[config.mk]
export PLATFORM = sky130hd
export DESIGN_NAME = timer_capture_and_pulse_compare
export DESIGN_NICKNAME = d
export VERILOG_FILES = /design/src/hw/tcpc_pkg.sv /design/src/hw/timer_capture_and_pulse_compare.sv
export SDC_FILE = /design/constraint.sdc
export NUM_CORES = 1
export LEC_CHECK = 0
export ABC_AREA = 1
export BUFFER_PORTS_ARGS = -buffer_cell sky130_fd_sc_hd__buf_4
export CAP_MARGIN = 20
export CORE_AREA = 2 2 228 230
export CTS_BUF_LIST = sky130_fd_sc_hd__clkbuf_4 sky130_fd_sc_hd__clkbuf_8 sky130_fd_sc_hd__clkbuf_16
export DETAILED_ROUTE_END_ITERATION = 10
export DIE_AREA = 0 0 230 232
export GPL_ROUTABILITY_DRIVEN = 1
export GPL_TIMING_DRIVEN = 1
export PLACE_DENSITY = 0.44
export SLEW_MARGIN = 20
export SYNTH_ARGS = -nofsm -noshare
export SYNTH_HDL_FRONTEND = slang
export SYNTH_SLANG_ARGS = --single-unit
[constraint.sdc]
create_clock -name clk_in -period 3.6 [get_ports clk_in]
set_input_delay 0.18 -clock clk_in [delete_from_list [all_inputs] [get_ports clk_in]]
set_output_delay 0.18 -clock clk_in [all_outputs]
set_load 0.01 [all_outputs]
[src/hw/tcpc_pkg.sv]
// constants and types for the capture and pulse-compare block
package tcpc_pkg;
  // -----------------------------------------------------------
  // register byte offsets (low address byte)
  // -----------------------------------------------------------
  localparam logic [7:0] OFF_CAP_CTRL = 8'h00; // capture_channel_control
  localparam logic [7:0] OFF_CAP_FIFO = 8'h04; // capture fifo pop port
  localparam logic [7:0] OFF_CMP_CTRL = 8'h08; // compare_channel_control
  localparam logic [7:0] OFF_CMP_PRI = 8'h0c; // primary_compare_value
  localparam logic [7:0] OFF_CMP_SEC = 8'h10; // secondary_compare_value
  localparam logic [7:0] OFF_IRQ = 8'h14; // irq flags and enable
  localparam logic [7:0] OFF_TB_CTRL = 8'h18; // timebase_control, base a
  localparam logic [7:0] OFF_TB_CNT = 8'h1c; // timebase_count, base a
  localparam logic [7:0] OFF_TB_PER = 8'h20; // timebase_period, base a
  localparam logic [7:0] TB_STRIDE = 8'h0c; // base b follows base a
  // -----------------------------------------------------------
  // field positions
  // -----------------------------------------------------------
  localparam int CAP_IDLE_BIT = 13; // capture_idle_halt
  localparam int CAP_TSEL_BIT = 7; // capture_timebase_select
  localparam int CAP_ICI_LSB = 5; // captures_per_irq, 2 bits
  localparam int CAP_OV_BIT = 4; // capture_overrun_flag
  localparam int CAP_BNE_BIT = 3; // capture_fifo_not_empty
  localparam int CMP_TSEL_BIT = 3; // compare_timebase_select
  localparam int TB_RUN_BIT = 15; // timebase_run
  localparam int TB_EXT_BIT = 1; // external tick select
  localparam int IRQ_CMP_FLAG_BIT = 0; // compare_irq_flag
  localparam int IRQ_CMP_EN_BIT = 1; // compare_irq_enable
  localparam int IRQ_CAP_FLAG_BIT = 2; // capture irq flag
  // -----------------------------------------------------------
  // modes, counts, reset values
  // -----------------------------------------------------------
  localparam logic [2:0] CAP_ANY = 3'h1; // every edge
  localparam logic [2:0] CAP_FALL = 3'h2; // every falling edge
  localparam logic [2:0] CAP_RISE = 3'h3; // every rising edge
  localparam logic [2:0] CAP_RISE4 = 3'h4; // every 4th rising edge
  localparam logic [2:0] CAP_RISE16 = 3'h5; // every 16th rising edge
  localparam logic [2:0] CAP_WAKE = 3'h7; // rising edge wake only
  localparam logic [2:0] CMP_SINGLE = 3'h4; // one pulse
  localparam logic [2:0] CMP_CONT = 3'h5; // continuous pulses
  localparam logic [3:0] PRE4_LAST = 4'h3; // last count of 4
  localparam logic [3:0] PRE16_LAST = 4'hf; // last count of 16
  localparam logic [2:0] FIFO_DEPTH = 3'h4; // capture words held
  localparam logic [15:0] TB_PER_RST = 16'hffff; // period at reset
  localparam logic [15:0] TB_ZERO = 16'h0000; // count after wrap
  // compare sequencer states
  typedef enum logic [1:0] {CMP_OFF, CMP_WAIT_RISE, CMP_WAIT_FALL, CMP_DONE} cmp_state_t;
endpackage : tcpc_pkg

[src/hw/timer_capture_and_pulse_compare.sv]
// timebases, capture channel with fifo, pulse compare channel, ahb-lite slave
// What this block does
// - capture stores full 16-bit selected count
// - simple modes: falling, rising, or any edge
// - prescaled mode captures every 4th rise
// - prescaled mode captures every 16th rise
// - select bit picks one of two timebases
// - captures queue in four-word fifo
// - irq after one to four captures
// - capture pin event wakes from sleep/idle
// - single-pulse write forces pin low, arms
// - continuous write forces low, pulses repeatedly
// - pin high on primary match
// - pin low on secondary match
// - single pulse then stays low
// - trailing edge sets flag; enable gates irq
// - rewriting single code re-arms channel
// - compare select bit picks timebase
// - count wraps to zero at period
// - continuous: every secondary match that ends a pulse sets flag
//
// Implementation choices: the register addresses and register access over AHB-Lite.
`timescale 1ns/1ps
module timer_capture_and_pulse_compare
  import tcpc_pkg::*;
(
  input wire logic clk_in,
  input wire logic nrst_in,
  input wire logic hsel_in,
  input wire logic [31:0] haddr_in,
  input wire logic [1:0] htrans_in,
  input wire logic hwrite_in,
  input wire logic [2:0] hsize_in,
  input wire logic [31:0] hwdata_in,
  input wire logic hready_in,
  output logic [31:0] hrdata_out,
  output logic hreadyout_out,
  output logic hresp_out,
  input wire logic capture_input_pin_in,
  input wire logic cpu_idle_in,
  input wire logic cpu_sleep_in,
  input wire logic [1:0] tb_ext_tick_in,
  output logic compare_output_pin_out,
  output logic capture_irq_out,
  output logic compare_irq_out,
  output logic wake_out
);
  // ---------------------------------------------------------
  // helpers
  // ---------------------------------------------------------
  // register offset of timebase i
  function automatic logic [7:0] tb_off(input logic [7:0] base, input int i);
    tb_off = base + (i == 1 ? TB_STRIDE : 8'h00);
  endfunction : tb_off

  // ---------------------------------------------------------
  // state
  // ---------------------------------------------------------
  logic ap_valid_reg; // data phase pending
  logic ap_write_reg; // pending is a write
  logic [7:0] ap_addr_reg; // pending address
  logic [15:0] tb_cnt_reg [2]; // timebase_count
  logic [15:0] tb_per_reg [2]; // timebase_period
  logic [1:0] tb_run_reg; // timebase_run
  logic [1:0] tb_ext_reg; // count external ticks
  logic cap_idle_reg; // capture_idle_halt
  logic cap_tsel_reg; // capture_timebase_select
  logic [1:0] cap_ici_reg; // captures_per_irq
  logic [2:0] cap_mode_reg; // capture_mode_select
  logic cap_ov_reg; // capture_overrun_flag
  logic cap_flag_reg; // capture irq flag
  logic pin_prev_reg; // previous pin level
  logic [3:0] pre_reg; // rising edge prescaler
  logic [1:0] seen_reg; // captures since last irq
  logic [15:0] fifo_mem [4]; // capture words
  logic [1:0] wptr_reg; // fifo write pointer
  logic [1:0] rptr_reg; // fifo read pointer
  logic [2:0] fifo_cnt_reg; // words held
  logic cmp_tsel_reg; // compare_timebase_select
  logic [2:0] cmp_mode_reg; // compare_mode_select
  logic [15:0] cmp_pri_reg; // primary_compare_value
  logic [15:0] cmp_sec_reg; // secondary_compare_value
  logic cmp_flag_reg; // compare_irq_flag
  logic cmp_en_reg; // compare_irq_enable
  cmp_state_t cmp_state_reg; // pulse sequencer
  logic [31:0] rd_mux; // read data next

  // bus decode
  logic take, rd_fire, wr_fire;
  assign take = hsel_in & hready_in & htrans_in[1];
  assign rd_fire = ap_valid_reg & ~ap_write_reg & ~hreadyout_out;
  assign wr_fire = ap_valid_reg & ap_write_reg;
  logic wr_cap, wr_cmp, wr_irq;
  assign wr_cap = wr_fire && ap_addr_reg == OFF_CAP_CTRL;
  assign wr_cmp = wr_fire && ap_addr_reg == OFF_CMP_CTRL;
  assign wr_irq = wr_fire && ap_addr_reg == OFF_IRQ;

  // ---------------------------------------------------------
  // ahb-lite slave: writes zero-wait, reads one wait state
  // ---------------------------------------------------------
  // address phase capture
  always_ff @(posedge clk_in or negedge nrst_in) begin
    if (!nrst_in) begin
      ap_valid_reg <= 1'b0;
      ap_write_reg <= 1'b0;
      ap_addr_reg <= 8'h00;
    end else if (take) begin
      ap_valid_reg <= 1'b1;
      ap_write_reg <= hwrite_in;
      ap_addr_reg <= haddr_in[7:0];
    end else if (hready_in) begin
      ap_valid_reg <= 1'b0;
    end
  end

  // read wait state and data; read sees state after any prior write
  always_ff @(posedge clk_in or negedge nrst_in) begin
    if (!nrst_in) begin
      hreadyout_out <= 1'b1;
      hrdata_out <= 32'h0000_0000;
      hresp_out <= 1'b0;
    end else begin
      hreadyout_out <= ~(take & ~hwrite_in);
      hresp_out <= 1'b0; // always okay
      if (rd_fire) begin
        hrdata_out <= rd_mux;
      end
    end
  end

  // read multiplexer; unmapped reads zero
  always_comb begin
    rd_mux = 32'h0000_0000;
    unique case (ap_addr_reg)
      OFF_CAP_CTRL: begin
        rd_mux[CAP_IDLE_BIT] = cap_idle_reg;
        rd_mux[CAP_TSEL_BIT] = cap_tsel_reg;
        rd_mux[CAP_ICI_LSB+:2] = cap_ici_reg;
        rd_mux[CAP_OV_BIT] = cap_ov_reg;
        rd_mux[CAP_BNE_BIT] = fifo_cnt_reg != 3'h0;
        rd_mux[2:0] = cap_mode_reg;
      end
      OFF_CAP_FIFO: rd_mux[15:0] = fifo_mem[rptr_reg];
      OFF_CMP_CTRL: begin
        rd_mux[CMP_TSEL_BIT] = cmp_tsel_reg;
        rd_mux[2:0] = cmp_mode_reg;
      end
      OFF_CMP_PRI: rd_mux[15:0] = cmp_pri_reg;
      OFF_CMP_SEC: rd_mux[15:0] = cmp_sec_reg;
      OFF_IRQ: begin
        rd_mux[IRQ_CMP_FLAG_BIT] = cmp_flag_reg;
        rd_mux[IRQ_CMP_EN_BIT] = cmp_en_reg;
        rd_mux[IRQ_CAP_FLAG_BIT] = cap_flag_reg;
      end
      default: begin
        for (int i = 0; i < 2; i++) begin
          if (ap_addr_reg == tb_off(OFF_TB_CTRL, i)) begin
            rd_mux[TB_RUN_BIT] = tb_run_reg[i];
            rd_mux[TB_EXT_BIT] = tb_ext_reg[i];
          end
          if (ap_addr_reg == tb_off(OFF_TB_CNT, i)) rd_mux[15:0] = tb_cnt_reg[i];
          if (ap_addr_reg == tb_off(OFF_TB_PER, i)) rd_mux[15:0] = tb_per_reg[i];
        end
      end
    endcase
  end

  // ---------------------------------------------------------
  // two timebases
  // ---------------------------------------------------------
  // count, wrap at period, software writes
  always_ff @(posedge clk_in or negedge nrst_in) begin
    if (!nrst_in) begin
      for (int i = 0; i < 2; i++) begin
        tb_cnt_reg[i] <= TB_ZERO;
        tb_per_reg[i] <= TB_PER_RST;
      end
      tb_run_reg <= 2'b00;
      tb_ext_reg <= 2'b00;
    end else begin
      for (int i = 0; i < 2; i++) begin
        if (wr_fire && ap_addr_reg == tb_off(OFF_TB_CTRL, i)) begin
          tb_run_reg[i] <= hwdata_in[TB_RUN_BIT];
          tb_ext_reg[i] <= hwdata_in[TB_EXT_BIT];
        end
        if (wr_fire && ap_addr_reg == tb_off(OFF_TB_PER, i)) begin
          tb_per_reg[i] <= hwdata_in[15:0];
        end
        // internal clock or external tick
        if (wr_fire && ap_addr_reg == tb_off(OFF_TB_CNT, i)) begin
          tb_cnt_reg[i] <= hwdata_in[15:0];
        end else if (tb_run_reg[i] && (!tb_ext_reg[i] || tb_ext_tick_in[i])) begin
          tb_cnt_reg[i] <= (tb_cnt_reg[i] == tb_per_reg[i]) ? TB_ZERO
                           : 16'(tb_cnt_reg[i] + 16'h0001);
        end
      end
    end
  end

  // ---------------------------------------------------------
  // capture channel
  // ---------------------------------------------------------
  logic rise, fall, halted, cap_evt, full, push, pop;
  logic [15:0] cap_cnt, cmp_cnt;
  assign rise = capture_input_pin_in & ~pin_prev_reg;
  assign fall = ~capture_input_pin_in & pin_prev_reg;
  assign halted = cpu_idle_in & cap_idle_reg;
  assign cap_cnt = tb_cnt_reg[cap_tsel_reg];
  assign cmp_cnt = tb_cnt_reg[cmp_tsel_reg];
  assign full = fifo_cnt_reg == FIFO_DEPTH;
  assign push = cap_evt & ~full;
  assign pop = rd_fire && ap_addr_reg == OFF_CAP_FIFO && fifo_cnt_reg != 3'h0;

  // capture event by mode
  always_comb begin
    unique case (cap_mode_reg)
      CAP_ANY: cap_evt = rise | fall;
      CAP_FALL: cap_evt = fall;
      CAP_RISE: cap_evt = rise;
      CAP_RISE4: cap_evt = rise && pre_reg == PRE4_LAST;
      CAP_RISE16: cap_evt = rise && pre_reg == PRE16_LAST;
      default: cap_evt = 1'b0; // off, unused, wake only
    endcase
    if (halted) cap_evt = 1'b0;
  end

  // control fields, edge history, prescaler, irq grouping
  always_ff @(posedge clk_in or negedge nrst_in) begin
    if (!nrst_in) begin
      cap_idle_reg <= 1'b0;
      cap_tsel_reg <= 1'b0;
      cap_ici_reg <= 2'b00;
      cap_mode_reg <= 3'h0;
      pin_prev_reg <= 1'b0;
      pre_reg <= 4'h0;
      seen_reg <= 2'b00;
    end else begin
      pin_prev_reg <= capture_input_pin_in;
      if (wr_cap) begin
        cap_idle_reg <= hwdata_in[CAP_IDLE_BIT];
        cap_tsel_reg <= hwdata_in[CAP_TSEL_BIT];
        cap_ici_reg <= hwdata_in[CAP_ICI_LSB+:2];
        cap_mode_reg <= hwdata_in[2:0];
        pre_reg <= 4'h0;
        seen_reg <= 2'b00;
      end else begin
        // prescaler counts rises, restarts at capture
        if (rise && !halted && (cap_mode_reg == CAP_RISE4 || cap_mode_reg == CAP_RISE16)) begin
          pre_reg <= cap_evt ? 4'h0 : 4'(pre_reg + 4'h1);
        end
        if (push) begin
          seen_reg <= (cap_mode_reg == CAP_ANY || seen_reg == cap_ici_reg) ? 2'b00
                      : 2'(seen_reg + 2'b01);
        end
      end
    end
  end

  // fifo storage
  always_ff @(posedge clk_in) begin
    if (push) fifo_mem[wptr_reg] <= cap_cnt;
  end

  // fifo pointers and fill count
  always_ff @(posedge clk_in or negedge nrst_in) begin
    if (!nrst_in) begin
      wptr_reg <= 2'b00;
      rptr_reg <= 2'b00;
      fifo_cnt_reg <= 3'h0;
    end else begin
      if (push) wptr_reg <= 2'(wptr_reg + 2'b01);
      if (pop) rptr_reg <= 2'(rptr_reg + 2'b01);
      if (push && !pop) fifo_cnt_reg <= 3'(fifo_cnt_reg + 3'h1);
      else if (pop && !push) fifo_cnt_reg <= 3'(fifo_cnt_reg - 3'h1);
    end
  end

  // overrun set on lost capture, cleared by a pop; set wins
  always_ff @(posedge clk_in or negedge nrst_in) begin
    if (!nrst_in) begin
      cap_ov_reg <= 1'b0;
    end else if (cap_evt && full) begin
      cap_ov_reg <= 1'b1;
    end else if (pop) begin
      cap_ov_reg <= 1'b0;
    end
  end

  // capture irq flag, write one to clear, set wins
  always_ff @(posedge clk_in or negedge nrst_in) begin
    if (!nrst_in) begin
      cap_flag_reg <= 1'b0;
    end else if (push && !wr_cap && (cap_mode_reg == CAP_ANY || seen_reg == cap_ici_reg)) begin
      cap_flag_reg <= 1'b1;
    end else if (wr_irq && hwdata_in[IRQ_CAP_FLAG_BIT]) begin
      cap_flag_reg <= 1'b0;
    end
  end

  // wake request while asleep or idle
  always_ff @(posedge clk_in or negedge nrst_in) begin
    if (!nrst_in) begin
      wake_out <= 1'b0;
    end else begin
      wake_out <= (cpu_sleep_in | cpu_idle_in)
                  & ((cap_mode_reg == CAP_WAKE & rise) | cap_evt);
    end
  end

  // ---------------------------------------------------------
  // pulse compare channel
  // ---------------------------------------------------------
  logic cmp_hit; // trailing edge this cycle
  assign cmp_hit = !wr_cmp && cmp_state_reg == CMP_WAIT_FALL && cmp_cnt == cmp_sec_reg;

  // value registers
  always_ff @(posedge clk_in or negedge nrst_in) begin
    if (!nrst_in) begin
      cmp_pri_reg <= 16'h0000;
      cmp_sec_reg <= 16'h0000;
      cmp_tsel_reg <= 1'b0;
      cmp_mode_reg <= 3'h0;
    end else begin
      if (wr_fire && ap_addr_reg == OFF_CMP_PRI) cmp_pri_reg <= hwdata_in[15:0];
      if (wr_fire && ap_addr_reg == OFF_CMP_SEC) cmp_sec_reg <= hwdata_in[15:0];
      if (wr_cmp) begin
        cmp_tsel_reg <= hwdata_in[CMP_TSEL_BIT];
        cmp_mode_reg <= hwdata_in[2:0];
      end
    end
  end

  // sequencer; a single or continuous mode write re-arms from any state, timer untouched
  always_ff @(posedge clk_in or negedge nrst_in) begin
    if (!nrst_in) begin
      cmp_state_reg <= CMP_OFF;
      compare_output_pin_out <= 1'b0;
    end else if (wr_cmp) begin
      compare_output_pin_out <= 1'b0;
      cmp_state_reg <= (hwdata_in[2:0] == CMP_SINGLE || hwdata_in[2:0] == CMP_CONT)
                       ? CMP_WAIT_RISE : CMP_OFF;
    end else begin
      unique case (cmp_state_reg)
        CMP_WAIT_RISE: begin
          if (cmp_cnt == cmp_pri_reg) begin
            compare_output_pin_out <= 1'b1;
            cmp_state_reg <= CMP_WAIT_FALL;
          end
        end
        CMP_WAIT_FALL: begin
          if (cmp_hit) begin
            compare_output_pin_out <= 1'b0;
            cmp_state_reg <= (cmp_mode_reg == CMP_CONT) ? CMP_WAIT_RISE
                             : CMP_DONE;
          end
        end
        CMP_OFF, CMP_DONE: ; // held low
      endcase
    end
  end

  // compare flag and enable; set wins over clear
  always_ff @(posedge clk_in or negedge nrst_in) begin
    if (!nrst_in) begin
      cmp_flag_reg <= 1'b0;
      cmp_en_reg <= 1'b0;
    end else begin
      if (wr_irq) cmp_en_reg <= hwdata_in[IRQ_CMP_EN_BIT];
      if (cmp_hit) cmp_flag_reg <= 1'b1;
      else if (wr_irq && hwdata_in[IRQ_CMP_FLAG_BIT]) cmp_flag_reg <= 1'b0;
    end
  end

  // interrupt outputs
  always_ff @(posedge clk_in or negedge nrst_in) begin
    if (!nrst_in) begin
      compare_irq_out <= 1'b0;
      capture_irq_out <= 1'b0;
    end else begin
      compare_irq_out <= cmp_flag_reg & cmp_en_reg;
      capture_irq_out <= cap_flag_reg;
    end
  end
endmodule : timer_capture_and_pulse_compare

==> flow_summary.ini, run 1 <==
[worst_hold_path]
hp-class = input pin to register
min_path_cells = 3
hp-start = hwdata_in[8]
holdPathEnd = cmp_pri_reg[8]$_DFFE_PN0P_

[run]
cap_viol_max_count = 0

[pwr]
power_per_cell_area_nw_per_um2 = 549
ir_drop_v = 0.000317
power_mw = 8.15
p_leak_nw = 6.86

[drt]
viasPerCell = 4.53
ant_nets = 0
totalWireLength_mm = 40.6
first_iter_violations = 777
firstDrtPassIters = 5
post_drt_wl_per_cell_um = 17.5
via_count = 10500
drcViolationCount = 0

[clock_tree]
cts-hold-fix-buffers = 28
numCtsBuffers = 28
cts_root_buf = clkbuf_16
cts_max_path_buffers = 3
postCtsSetupRepairBufs = 0
clk_latency_ns = 0.56
h-tree-depth = 1
ctsResizeCount = 0
path_clk_slew_ns = 0.06
cts.sink_count = 226
cts_tree = yes

[sta]
finClkSkew_ns = 0.0129
finalSetupViolations = 0
setup_tns_ns = 0
fmax_mhz = 396
hold_ws_ns = 0.0276
rsz0062_at_grt = false
maxSlewViolCount = 0
fin_crit_ns = 2.52
tightest_slew_ns = 1.09
hold_viol_final = 0
min_period_over_period_pct = 70.1
slew_headroom_pct = 27.5

[critical_path]
critPathMaxStageDelay_ns = 0.45
worstPathCellList = nand2_1 > inv_1 > nor2_1 > o21ai_0 > a21oi_1 > nand2_1 > nor2_4 > ha_1 > inv_1 > fa_1 > a21oi_1 > o21ai_0 > xor2_1
start_kind = register
rr_startpoint = cap_mode_reg[0]$_DFFE_PN0P_
cp.required_ns = 4.03
cp.arrival_ns = 2.96
r2r_setup_slack_ns = 1.08
reg2regPathDepth = 13
slowest_stage = dfrtp_1
rr_endpoint = fifo_cnt_reg[2]$_DFFE_PN0P_
crit_path_end_kind = register
crit_type = register to register
crit_fanout = 8

[floorplanning]
die_w_um = 230
dieHeight_um = 232
start_util_pct = 24.7
ios = 117
core_um2 = 50900
dieArea_um2 = 53400
rows = 83

[place]
io_buffer_count = 55
hpwl_mm = 30.2
gp_congestion = 0.888

[synth]
postSynth.asyncResetShare_pct = 71.7
synth_adder_area_share_pct = 1.15
synth.distinct_cells = 44
syn_area_um2 = 12600
synth-seq-cells = 226
synth_edf_count = 64
yosysWarnings = 0
yosys.area_share.simple_pct = 26.0
seq_area_frac_synth_pct = 47.8
synth_compound_area_share_pct = 11.3
synthXorXnorAreaFrac_pct = 4.04
synth.area.mux_share_pct = 0.527
synth_top_family_by_area = simple AND/OR/NAND/NOR gates
postSynthAreaPerCell_um2 = 8.11
syn_inst = 1551
synth_flop_cell = dfrtp_1

[finish]
largest_register_ffs = 64
utilization_pct = 29.2
nets = 1700
drive_gt1_share_pct = 12.6
antennaDiodeCount = 0
area_growth_pct = 18.1
fill_cells = 5511

[grt]
antenna_found_initial = 0
grt_usage_pct = 15.2
grt_overflow_total = 0
grt_first_pass_wirelength_mm = 62.3
grt_max_degree = 83
grt_pass1_vias = 10100

[outcome]
status = complete, no violations
## cell families after synthesis
kind of cell               count (synthesis)
xor gates and xnor gates                  58
other                                      1
and+or+nand+nor                          733
DFF                                      226
buffers and inverters                    258
muxes                                      6
AOI/OAI and AO/OA                        258
adders and majority gates                 11
## critical path, delay by kind of cell, from the launching register on
| kind | cells | cell delay, ns |
|---|---|---|
| compound gates | 4 | 0.52 |
| xor+xnor | 1 | 0.15 |
| fa+ha+maj | 2 | 0.56 |
| buf+inv | 2 | 0.11 |
| flops | 1 | 0.45 |
| simple gates | 4 | 0.61 |
## routing by layer
layer / up-vias / track usage (%) / part of all wire, %
li1: 5181 / - / -
met1: 4997 / 21.2 / 47
met2: 243 / 25.0 / 46
met3: 47 / 1.31 / 4.3
met4: 0 / 4.33 / 2.3
met5: - / 0 / 0
## power breakdown
part,internal [mW],switching [mW],total (mW)
logic,0.588,1.02,1.61
clock network,1.98,1.18,3.16
registers,2.97,0.423,3.39
total,5.53,2.62,8.15
## layout by cell type (no fill, tap or decap), types with 7 or more instances in the layout
cell             n
nand4_1         36
o2111ai_1       10
inv_2            7
o21ai_1          8
xor2_1          32
nor2_4          11
o22ai_1         38
dlygate4sd3_1   28
clkbuf_16       29
nor3_1          16
buf_4           68
or2_2           10
edfxtp_1        64
dfrtp_1        129
ha_1            10
conb_1          17
nand3_1         95
xnor2_1         26
nand2_1        438
o21ai_0        146
a21oi_1         39
dfstp_2         33
inv_1          165
nor2_1          96
o211ai_1         8
nand3b_1        12
## cell type report
type	count	area (um^2)	share of cell area (%)
flip-flops and latches	226	6020	40.5
multi-input cells	1083	5470	36.8
well taps	680	851	5.73
repair buffers	99	837	5.63
clock inverters	17	243	1.63
inverters	172	646	4.35
clock buffers	35	790	5.31
## cells in the mapped netlist, types with 2 or more instances
library cell	number	area, um^2
a21boi_1	2	15.0
a21oi_1	39	195
a22oi_1	2	15.0
a31oi_1	2	12.5
buf_2	24	120
buf_4	24	180
buf_6	9	101
clkbuf_1	26	97.6
clkbuf_2	2	10.0
dfrtp_1	129	3230
dfstp_2	33	867
edfxtp_1	64	1920
ha_1	10	125
inv_1	165	619
inv_2	7	26.3
mux2_2	5	56.3
nand2_1	438	1640
nand2_2	5	31.3
nand2_4	3	33.8
nand3_1	95	475
nand3_2	3	30.0
nand3_4	4	70.1
nand3b_1	12	90.1
nand4_1	36	225
nor2_1	96	360
nor2_4	11	124
nor3_1	17	85.1
o2111ai_1	10	87.6
o211ai_1	8	60.1
o21a_1	2	15.0
o21ai_0	146	731
o21ai_1	8	40.0
o22ai_1	38	238
or2_2	10	62.6
xnor2_1	26	228
xor2_1	32	280
## how the worst max path moves through the flow
stage	from	endpoint	slack, ns	cells past startpoint
after floorplan	pin_prev_reg$_DFF_PN0_	fifo_mem[0][0]$_DFFE_PP_	1.18	8
after global routing	cap_mode_reg[0]$_DFFE_PN0P_	fifo_cnt_reg[2]$_DFFE_PN0P_	0.89	13
after global placement	pin_prev_reg$_DFF_PN0_	fifo_cnt_reg[2]$_DFFE_PN0P_	1.05	12
after detailed placement	ap_addr_reg[1]$_DFFE_PN0P_	fifo_cnt_reg[1]$_DFFE_PN0P_	1.07	9
after CTS	ap_addr_reg[1]$_DFFE_PN0P_	fifo_cnt_reg[1]$_DFFE_PN0P_	1.05	9
final	cap_mode_reg[0]$_DFFE_PN0P_	fifo_cnt_reg[2]$_DFFE_PN0P_	1.08	13
## metrics by stage
step	instance area, um^2	setup WS [ns]	std cells
floorplan	12600	1.18	1567
global placement	13500	1.05	2231
detailed placement	13500	1.07	2231
CTS	14800	1.05	2311
global route	14900	0.887	2312
finish	14900	1.08	2312
(Power assumes the default switching activity.)
==> run 2, diff against run 1 <==
--- a/config.mk
+++ b/config.mk
@@ -5,16 +5,16 @@
 export SDC_FILE = /design/constraint.sdc
 export NUM_CORES = 1
 export LEC_CHECK = 0
-export ABC_AREA = 1
+export ABC_AREA = 0
 export BUFFER_PORTS_ARGS = -buffer_cell sky130_fd_sc_hd__buf_4
 export CAP_MARGIN = 20
-export CORE_AREA = 2 2 228 230
+export CORE_AREA = 2 2 222 224
 export CTS_BUF_LIST = sky130_fd_sc_hd__clkbuf_4 sky130_fd_sc_hd__clkbuf_8 sky130_fd_sc_hd__clkbuf_16
 export DETAILED_ROUTE_END_ITERATION = 10
-export DIE_AREA = 0 0 230 232
+export DIE_AREA = 0 0 224 226
 export GPL_ROUTABILITY_DRIVEN = 1
 export GPL_TIMING_DRIVEN = 1
-export PLACE_DENSITY = 0.44
+export PLACE_DENSITY = 0.45
 export SLEW_MARGIN = 20
 export SYNTH_ARGS = -nofsm -noshare
 export SYNTH_HDL_FRONTEND = slang
==> constraint.sdc (replaced) <==
create_clock -name clk_in -period 2.3 [get_ports clk_in]
set_input_delay 0.115 -clock clk_in [delete_from_list [all_inputs] [get_ports clk_in]]
set_output_delay 0.115 -clock clk_in [all_outputs]
set_load 0.01 [all_outputs]
==> run 2 against run 1 <==
The flow now finishes with violations (negative setup slack). Clock skew up 0.0057 ns. Cell area is 8.3% higher. Area after synthesis down 5.0%. Routed wire length grew 4.1%. Die area is 5.1% lower. Register-to-register slack lost 1.1 ns. Utilization increased by 4.1 points. Final cell count decreased by 16%. Power grew 52%. Via count fell by 11%. Clock power increased by 45%. Critical path type unchanged. Critical endpoint unchanged.
==> flow_summary.ini, run 2 <==
[clock_tree]
path_clk_slew_ns = 0.06
clk_latency_ns = 0.56
cts_tree = yes
cts_root_buf = clkbuf_16
cts_max_path_buffers = 3
numCtsBuffers = 27
cts.sink_count = 226
h-tree-depth = 1

[finish]
drive_gt1_share_pct = 38.7
largest_register_ffs = 64
final_common_cell = buf_4
layout.cells.non_filler = 1948
area_growth_pct = 34.5
multiInputGateArea_um2 = 5930
fill_cells = 4883
nets = 1396
final_cell_mix = buf_4 (227), dfrtp_1 (127), nand2_1 (105), mux2_2 (81), xnor2_1 (75)
utilization_pct = 33.3
regArea_um2 = 6020

[critical_path]
crit_fanout = 2
reg2regPathDepth = 11
cp.arrival_ns = 2.84
crit_path_end_kind = register
crit_type = register to register
cp.required_ns = 2.77
start_kind = register

[place]
place_inst = 1855
io_buffer_count = 55
hpwl_mm = 32.1
place_ws_ns = -0.231
gp_congestion = 0.882

[synth]
synth_top_area_share_pct = 27.0
seq_area_frac_synth_pct = 50.3
synth_flop_cell = dfrtp_1
yosysWarnings = 0
synth_area_leader_cell = dfrtp_1
synthTopCellsByArea = dfrtp_1 (27%), edfxtp_1 (16%), mux2_2 (7.7%)
synth-seq-cells = 226
synth.distinct_cells = 78
syn_inst = 1074
syn_area_um2 = 12000
postSynthAreaPerCell_um2 = 11.1
synth_commonest_cells = dfrtp_1 (129), nand2_1 (105), mux2_2 (82), xnor2_1 (80), edfxtp_1 (64)
synth_edf_count = 64
synth.most_common_cell = dfrtp_1
postSynth.asyncResetShare_pct = 71.7

[floorplanning]
ios = 117
start_util_pct = 24.7
rows = 81
dieArea_um2 = 50600
die_w_um = 224
dieHeight_um = 226
core_um2 = 48300

[sta]
rsz0062_at_grt = true
fin_crit_ns = 2.37
tightest_slew_ns = 0.569
finalSetupViolations = 5
fmax_mhz = 423
min_period_over_period_pct = 103
finClkSkew_ns = 0.0186
maxSlewViolCount = 0
hold_viol_final = 0
layout_setup_ws_ns = -0.0668
slew_headroom_pct = 62.0
hold_ws_ns = 0.0737

[worst_hold_path]
hp-class = input pin to register
min_path_cells = 5

[pwr]
ir_drop_v = 0.000519
p_leak_nw = 6.50
power_per_cell_area_nw_per_um2 = 771
power_mw = 12.4

[drt]
firstDrtPassIters = 5
viasPerCell = 4.80
post_drt_wl_per_cell_um = 21.7
first_iter_violations = 603
totalWireLength_mm = 42.2
drcViolationCount = 0
ant_nets = 0
via_count = 9358

[grt]
antenna_found_initial = 0
grt_first_pass_wirelength_mm = 62.0
grt_pass1_vias = 9300
grt_overflow_total = 0
grt_max_degree = 52
grt_usage_pct = 16.5

[run]
cap_viol_max_count = 0

[outcome]
status = finished, violations left
violations = negative setup slack
-- run 2: cell types whose count changed after synthesis, sizes merged, moves of 20 or more --
cell | before | now
a22oi | 2 | 24
clkbuf | 28 | 49
inv | 172 | 24
mux2 | 5 | 90
mux2i | 1 | 24
nand2 | 446 | 107
nand3 | 102 | 26
nand4 | 36 | 14
nor2 | 109 | 64
o21ai | 154 | 64
o22ai | 38 | 0
xnor2 | 26 | 80
xor2 | 32 | 12
-- run 2: report_power, final --
group | total [mW] | internal (mW) | switching, mW | leakage (nW)
Sequential | 5.00 | 4.60 | 0.397 | 2.58
Clock | 4.57 | 2.79 | 1.78 | 0.469
Combinational | 2.83 | 1.32 | 1.51 | 3.44
Total | 12.4 | 8.71 | 3.68 | 6.50
-- run 2: worst paths after layout --
path / startpoint / end / slack, ns
max: pin_prev_reg$_DFF_PN0_ / fifo_cnt_reg[2]$_DFFE_PN0P_ / -0.07
min: cpu_idle_in / pre_reg[0]$_DFFE_PN0P_ / 0.07
max reg2reg: pin_prev_reg$_DFF_PN0_ / fifo_cnt_reg[2]$_DFFE_PN0P_ / -0.07
min reg2reg: hrdata_out[3]$_DFFE_PN0P_ / hrdata_out[3]$_DFFE_PN0P_ / 0.49
max in group asynchronous: nrst_in / rptr_reg[0]$_DFFE_PN0P_ / 1.37
min in group asynchronous: nrst_in / ap_addr_reg[2]$_DFFE_PN0P_ / 0.09
-- run 2: metrics by stage --
stage               setup TNS [ns]  instance area [um^2]
floorplan                   -0.430                 12100
global placement             -7.87                 14300
detailed placement           -6.57                 14300
CTS                         -0.196                 15700
global route                 -1.89                 16100
finish                      -0.179                 16100
-- run 2: worst max-delay path, cell delays in order, from the launching register on --
cell     delay, ns
dfrtp_1       0.37
ha_1          0.27
nor2b_4       0.13
o31ai_4       0.21
a21oi_2       0.12
nor3_4        0.26
ha_4          0.17
inv_2         0.03
fa_2          0.32
xor2_1        0.14
nor2_1        0.11
xor2_1        0.15
-- run 2: cell type report --
type	count	area share [%]
antenna	1	0.0156
clock buffer	32	4.47
clock inverter	16	1.34
inverter	24	0.560
multi-input combinational	751	36.8
sequential	226	37.4
tap	622	4.84
timing repair buffer	276	14.5
-- run 2: kinds of logic after synthesis --
family	share of synthesized area, %
simple gates	13.8
flops	50.3
compound gates	10.0
mux	13.5
buf+inv	4.43
xor+xnor	6.74
fa+ha+maj	1.21
other cells	0.0314
-- run 2: timing repair --
action                                 in CTS  in global routing
cloned                                      1                  0
setup endpoints to repair                 102                 97
gates resized for setup                    21                 62
endpoints found under the hold margin     215                  0
hold buffers                               30                  0
pin swaps                                  11                 20
setup buffers                               2                 13
-- run 2: layer usage --
metal / track usage [%] / vias up / routed length (um)
li1: - / 4308 / -
met1: 21.8 / 4726 / 18800
met2: 27.6 / 244 / 20100
met4: 6.60 / 0 / 1800
met3: 1.95 / 80 / 1570
met5: 0 / - / 0
